`src/hw/status_byte_pkg.sv`:
```
// status byte and service request constants shared by the design files
// assumes: nothing beyond a systemverilog compiler
package status_byte_pkg;
	localparam int unsigned BYTE_W          = 8;
	localparam int unsigned QUES_W_DEF      = 16;
	localparam int unsigned OPER_W_DEF      = 16;
	localparam int unsigned EVSTAT_W        = 8;
	localparam int unsigned BIT_UNUSED0     = 0;
	localparam int unsigned BIT_UNUSED1     = 1;
	localparam int unsigned BIT_ERRQ        = 2;
	localparam int unsigned BIT_QUES        = 3;
	localparam int unsigned BIT_MSG         = 4;
	localparam int unsigned BIT_EVSUM       = 5;
	localparam int unsigned BIT_MAIN        = 6;
	localparam int unsigned BIT_OPER        = 7;
	localparam logic [7:0]  MASK_RESET      = 8'h00;
	localparam logic [7:0]  STATUS_RESET    = 8'h00;
	localparam logic [7:0]  RESP_RESET      = 8'h00;
	localparam logic [7:0]  MASK_USED       = 8'hbc;
	localparam logic [7:0]  STATUS_SRC_MASK = 8'hbc;
	localparam int unsigned RESP_LATENCY    = 1;
endpackage

```
`src/hw/summary_reduce.sv`:
```
// and-or reduction of an event vector with its enable vector
// assumes: both vectors are synchronous to the same clock
`timescale 1ns/1ps
`default_nettype none
module summary_reduce #(
	parameter int unsigned W = 8
) (
	input  wire logic [W-1:0] event_i,
	input  wire logic [W-1:0] enable_i,
	output wire logic         summary_o
);
	wire logic [W-1:0] hit;

	genvar g;
	generate
		for (g = 0; g < W; g++)
		begin : g_bit
			assign hit[g] = event_i[g] & enable_i[g];
		end
	endgenerate

	assign summary_o = |hit;
endmodule
`default_nettype wire

```
`src/hw/status_byte_service_request.sv`:
```
// status byte, service request mask and service request generation
// assumes: command strobes are one-cycle pulses from a decoder synchronous to clk_i;
// lower status registers, event status register and error queue live elsewhere
`timescale 1ns/1ps
`default_nettype none

// How it works
// - bit 6 is set when any other masked status bit is set
// - status byte follows present summary levels, it latches nothing
// - status query and serial poll both return the current eight bits
// - mask bit 6 is ignored for summary and service request
// - an enabled status bit rising from 0 to 1 raises a service request
// - mask write command stores the mask, mask query returns it
// - bit 2 follows error queue not empty
// - with bit 2 enabled, each new error entry raises its own request
// - bit 3 is the or of enabled questionable events
// - bit 4 shows a message waiting in the output queue
// - bit 5 is the or of enabled event status bits
// - bit 7 is the or of enabled operation events
// - event summary sets when an enabled event status bit rises
module status_byte_service_request #(
	parameter int unsigned QUES_W = status_byte_pkg::QUES_W_DEF,
	parameter int unsigned OPER_W = status_byte_pkg::OPER_W_DEF
) (
	input  wire logic                                 clk_i,
	input  wire logic                                 rstn_i,
	input  wire logic                                 err_not_empty_i,
	input  wire logic                                 err_entry_i,
	input  wire logic [QUES_W-1:0]                    ques_event_i,
	input  wire logic [QUES_W-1:0]                    ques_enable_i,
	input  wire logic [OPER_W-1:0]                    oper_event_i,
	input  wire logic [OPER_W-1:0]                    oper_enable_i,
	input  wire logic [status_byte_pkg::EVSTAT_W-1:0] evstat_event_i,
	input  wire logic [status_byte_pkg::EVSTAT_W-1:0] evstat_enable_i,
	input  wire logic                                 msg_avail_i,
	input  wire logic                                 mask_write_i,
	input  wire logic [7:0]                           mask_data_i,
	input  wire logic                                 mask_query_i,
	input  wire logic                                 status_query_i,
	input  wire logic                                 serial_poll_i,
	output logic                                      resp_valid_o,
	output logic [7:0]                                resp_data_o,
	output logic [7:0]                                status_o,
	output logic                                      svc_req_o
);
	import status_byte_pkg::*;

	// ****************************************
	// reset release
	// ****************************************
	logic rst_meta_reg;
	logic rst_sync_reg;
	wire logic rstn;

	always_ff @(posedge clk_i or negedge rstn_i)
	begin
		if (!rstn_i)
		begin
			rst_meta_reg <= 1'b0;
			rst_sync_reg <= 1'b0;
		end
		else
		begin
			rst_meta_reg <= 1'b1;
			rst_sync_reg <= rst_meta_reg;
		end
	end
	assign rstn = rst_sync_reg;

	// ****************************************
	// summary inputs
	// ****************************************
	wire logic ques_sum;
	wire logic oper_sum;
	wire logic event_sum;

	summary_reduce #(.W(QUES_W)) u_ques (
		.event_i   (ques_event_i),
		.enable_i  (ques_enable_i),
		.summary_o (ques_sum)
	);
	summary_reduce #(.W(OPER_W)) u_oper (
		.event_i   (oper_event_i),
		.enable_i  (oper_enable_i),
		.summary_o (oper_sum)
	);
	// the event register latches its own events, so a level here covers a rise
	summary_reduce #(.W(EVSTAT_W)) u_event (
		.event_i   (evstat_event_i),
		.enable_i  (evstat_enable_i),
		.summary_o (event_sum)
	);

	// ****************************************
	// status byte and mask
	// ****************************************
	logic [7:0] mask_reg;
	logic [7:0] status_reg;
	logic       req_reg;
	logic       resp_valid_reg;
	logic [7:0] resp_data_reg;

	wire logic [7:0] mask_eff;
	wire logic [7:0] src_bits;
	wire logic       main_sum;
	wire logic [7:0] status_next;
	wire logic [7:0] rise;
	wire logic       req_next;
	wire logic       any_query;
	wire logic [7:0] resp_next;

	assign mask_eff = mask_reg & MASK_USED;
	// no latching here: every bit is rebuilt from the present levels
	assign src_bits = {oper_sum, 1'b0, event_sum, msg_avail_i, ques_sum,
		err_not_empty_i, 2'b00} & STATUS_SRC_MASK;
	assign main_sum = |(src_bits & mask_eff);
	assign status_next = src_bits | ({7'h00, main_sum} << BIT_MAIN);
	assign rise = status_next & ~status_reg & mask_eff;
	assign req_next = (|rise) | (err_entry_i & mask_eff[BIT_ERRQ]);
	assign any_query = status_query_i | serial_poll_i | mask_query_i;
	// status reads win over a mask read arriving in the same cycle
	assign resp_next = (status_query_i || serial_poll_i) ? status_next : mask_reg;

	always_ff @(posedge clk_i or negedge rstn)
	begin
		if (!rstn)
		begin
			mask_reg   <= MASK_RESET;
			status_reg <= STATUS_RESET;
			req_reg    <= 1'b0;
		end
		else
		begin
			if (mask_write_i)
				mask_reg <= mask_data_i;
			status_reg <= status_next;
			req_reg    <= req_next;
		end
	end

	always_ff @(posedge clk_i or negedge rstn)
	begin
		if (!rstn)
		begin
			resp_valid_reg <= 1'b0;
			resp_data_reg  <= RESP_RESET;
		end
		else
		begin
			resp_valid_reg <= any_query;
			if (any_query)
				resp_data_reg <= resp_next;
		end
	end

	assign status_o     = status_reg;
	assign svc_req_o    = req_reg;
	assign resp_valid_o = resp_valid_reg;
	assign resp_data_o  = resp_data_reg;
endmodule
`default_nettype wire

```
`config.mk`:
```
export PLATFORM = sky130hd
export DESIGN_NAME = status_byte_service_request
export DESIGN_NICKNAME = d
export VERILOG_FILES = /design/src/hw/status_byte_pkg.sv /design/src/hw/summary_reduce.sv /design/src/hw/status_byte_service_request.sv
export SDC_FILE = /design/constraint.sdc
export NUM_CORES = 1
export LEC_CHECK = 0
export BUFFER_PORTS_ARGS = -buffer_cell sky130_fd_sc_hd__buf_2
export CAP_MARGIN = 20
export CORE_UTILIZATION = 39
export DETAILED_ROUTE_END_ITERATION = 8
export HOLD_SLACK_MARGIN = 0.02
export PLACE_DENSITY_LB_ADDON = 0.15
export SYNTH_ARGS = -nofsm -noshare
export SYNTH_HDL_FRONTEND = slang
export SYNTH_SLANG_ARGS = --single-unit
```
`constraint.sdc`:
```
create_clock -name clk_i -period 1.3 [get_ports clk_i]
set_input_delay 0.065 -clock clk_i [delete_from_list [all_inputs] [get_ports clk_i]]
set_output_delay 0.065 -clock clk_i [all_outputs]
set_load 0.05 [all_outputs]
```
==> impl_metrics.ini <==
[sta]
finalHoldViolations = 0
fmax_mhz = 856
post-route-period-util_pct = 89.8
skew_ps = 5.20
fin_tns_setup_ps = 0
fin_crit_ps = 1170
setup_viol = 0
rsz0062_at_grt = false
fin_ws_ps = 132
timing.hold.ws_ps = 32.9
final-max-slew-violation-count = 0

[finish]
final_cells = 274
fin_area_um2 = 2040
syn_to_final_growth_pct = 63.8
fillers = 252
antennaDiodeCount = 0
final_core_util_pct = 67.2
drive_gt1_share_pct = 58.3
final_nets = 328

[yosys]
synth.most_common_cell = dfrtp_1
synthSimpleGateAreaFrac_pct = 8.66
synth_commonest_cells = dfrtp_1, a22o_1, nor2_1, mux2_2, mux2i_1
async_flop_share_pct = 100
synth.ff_latch_count = 26
synth_top_family_by_area = compound AO/OA/AOI/OAI gates
yosys.area_share.adder_pct = 0
synthTopCellsByArea = dfrtp_1, mux2_2, a22o_1, mux2i_1, a221oi_2
syn_inst = 102
synthXorXnorAreaFrac_pct = 0
synth_mux_area_share_pct = 12.0
ys_seq_area_share_pct = 52.4
avgSynthCellArea_um2 = 12.2
ys_warn_count = 0
yosys.area.top_type = dfrtp_1
synth_compound_area_share_pct = 24.2
synth_area_um2 = 1240
yosysUniqueCellTypes = 29
netlist.area_leader.share_pct = 52.4
synthFlopType = dfrtp_1
synth_edf_count = 0

[critical_path]
criticalPathCategory = in -> reg
crit_fanout = 4
cpMaxStageDelayCell = dlygate4sd3_1
max_stage_delay_ps = 540
crit_arrival_ps = 1380
required_ps = 1510
regToRegStartpoint = mask_reg[5]
start_kind = input pin
endpoint_kind = flop
crit_chain = dlygate4sd3_1, buf_2, or2_2, a211oi_1, a31oi_1
startpoint = serial_poll_i

[routing]
drt_iter0_drc = 27
first_pass_iters = 6
dr_wl_met2_um = 1990
highest_layer = met4
ant_nets = 0
num_vias = 1341
totalWireLength_um = 3520
wl_met1_um = 1280
wl_per_cell_um = 12.9
routed-wl-met3_um = 196
drc = 0
viasPerCell = 4.89

[clocking]
cts_num_sinks = 26
clk_latency_ps = 320
cts-hold-fix-buffers = 13
cts-resized-gates = 0
ctsLongestPathBuffers = 2
htree_levels = 1
path_clk_slew_ps = 140
cts_root_buffer = clkbuf_4
cts_made_buffers = 3
cts_setup_buffers = 0
cts_tree = done

[global_route]
grt_pass1_wl_um = 5610
grt_max_degree = 25
grt_use_total_pct = 21.5
antenna_found_initial = 0
grt_overflow = 0
grt_pass1_vias = 1382

[floorplanning]
die_h_um = 58.4
die_x_um = 58.4
core_um2 = 3030
rows = 20
initial_core_util_pct = 41.0
dieArea_um2 = 3420
ios = 115

[power_and_ir_drop]
p_per_area_nw_per_um2 = 970
p_leak_nw = 1.03
power.total_mw = 1.97
irDropWorstVdd_v = 0.000444

[placed_design]
place.gp.congestion = 0.787
dp_hpwl_um = 2890
detailedPlace.worstSlack_ps = 40.6
dp_cells = 257
portBuffers = 112
placed_cell_area_um2 = 1850

[flow_run]
drv_cap = 0

[min_path]
hold_class = in -> async

[outcome]
status = completed
## cell usage in the layout, fill, tap and decap left out, drive strengths merged
master	n
mux2i	7
nand3	1
or2	1
or3	1
bufinv	1
nand2	6
a221oi	8
nand4	3
conb	3
dlygate4sd3	13
a41o	1
o221a	1
clkbuf	3
a31oi	1
dfrtp	26
buf	114
nor2b	2
mux2	7
o21ai	2
inv	1
a211oi	1
nor2	8
a22o	8
o221ai	1
a22oi	4
a21oi	6
## kinds of logic (layout without fill, tap and decap cells)
group                  after synthesis  in the layout
buffers and inverters                5            132
other                                2              3
muxes                               14             14
AOI/OAI and AO/OA                   33             33
and+or+nand+nor                     22             22
DFF                                 26             26
## worst paths after layout
check / end / slack (ps) / cells past startpoint
min reg2reg: mask_reg[0] / 220 / 1
min: rst_sync_reg / 30 / 2
min in group clk_i: status_o[5] / 30 / 3
max in group asynchronous: status_o[2] / 840 / 1
max reg2reg: svc_req_o / 250 / 4
max: resp_data_o[6] / 130 / 5
## layer usage
metal | global-route usage (%) | vias up
li1 | - | 646
met1 | 23.1 | 623
met2 | 42.7 | 66
met3 | 2.20 | 6
met4 | 8.16 | 0
met5 | 0 | -
## critical path: cells and delay by family
| family | cells | cell delay (ps) |
|---|---|---|
| buffers and inverters | 2 | 670 |
| AOI/OAI and AO/OA | 2 | 310 |
| and+or+nand+nor | 1 | 340 |
## report_power, final
part	switching (mW)	internal, mW
combinational	0.285	0.247
clock	0.232	0.312
sequential	0.0323	0.866
## final cells by class
cell class	instances	area (um^2)	area share, %
clock inverter	1	30.0	1.48
sequential	26	651	32.0
multi-input combinational	72	568	27.9
tap	44	55.1	2.70
timing repair buffer	127	706	34.7
clock buffer	3	22.5	1.11
inverter	1	3.75	0.184
(Power assumes the default switching activity.)
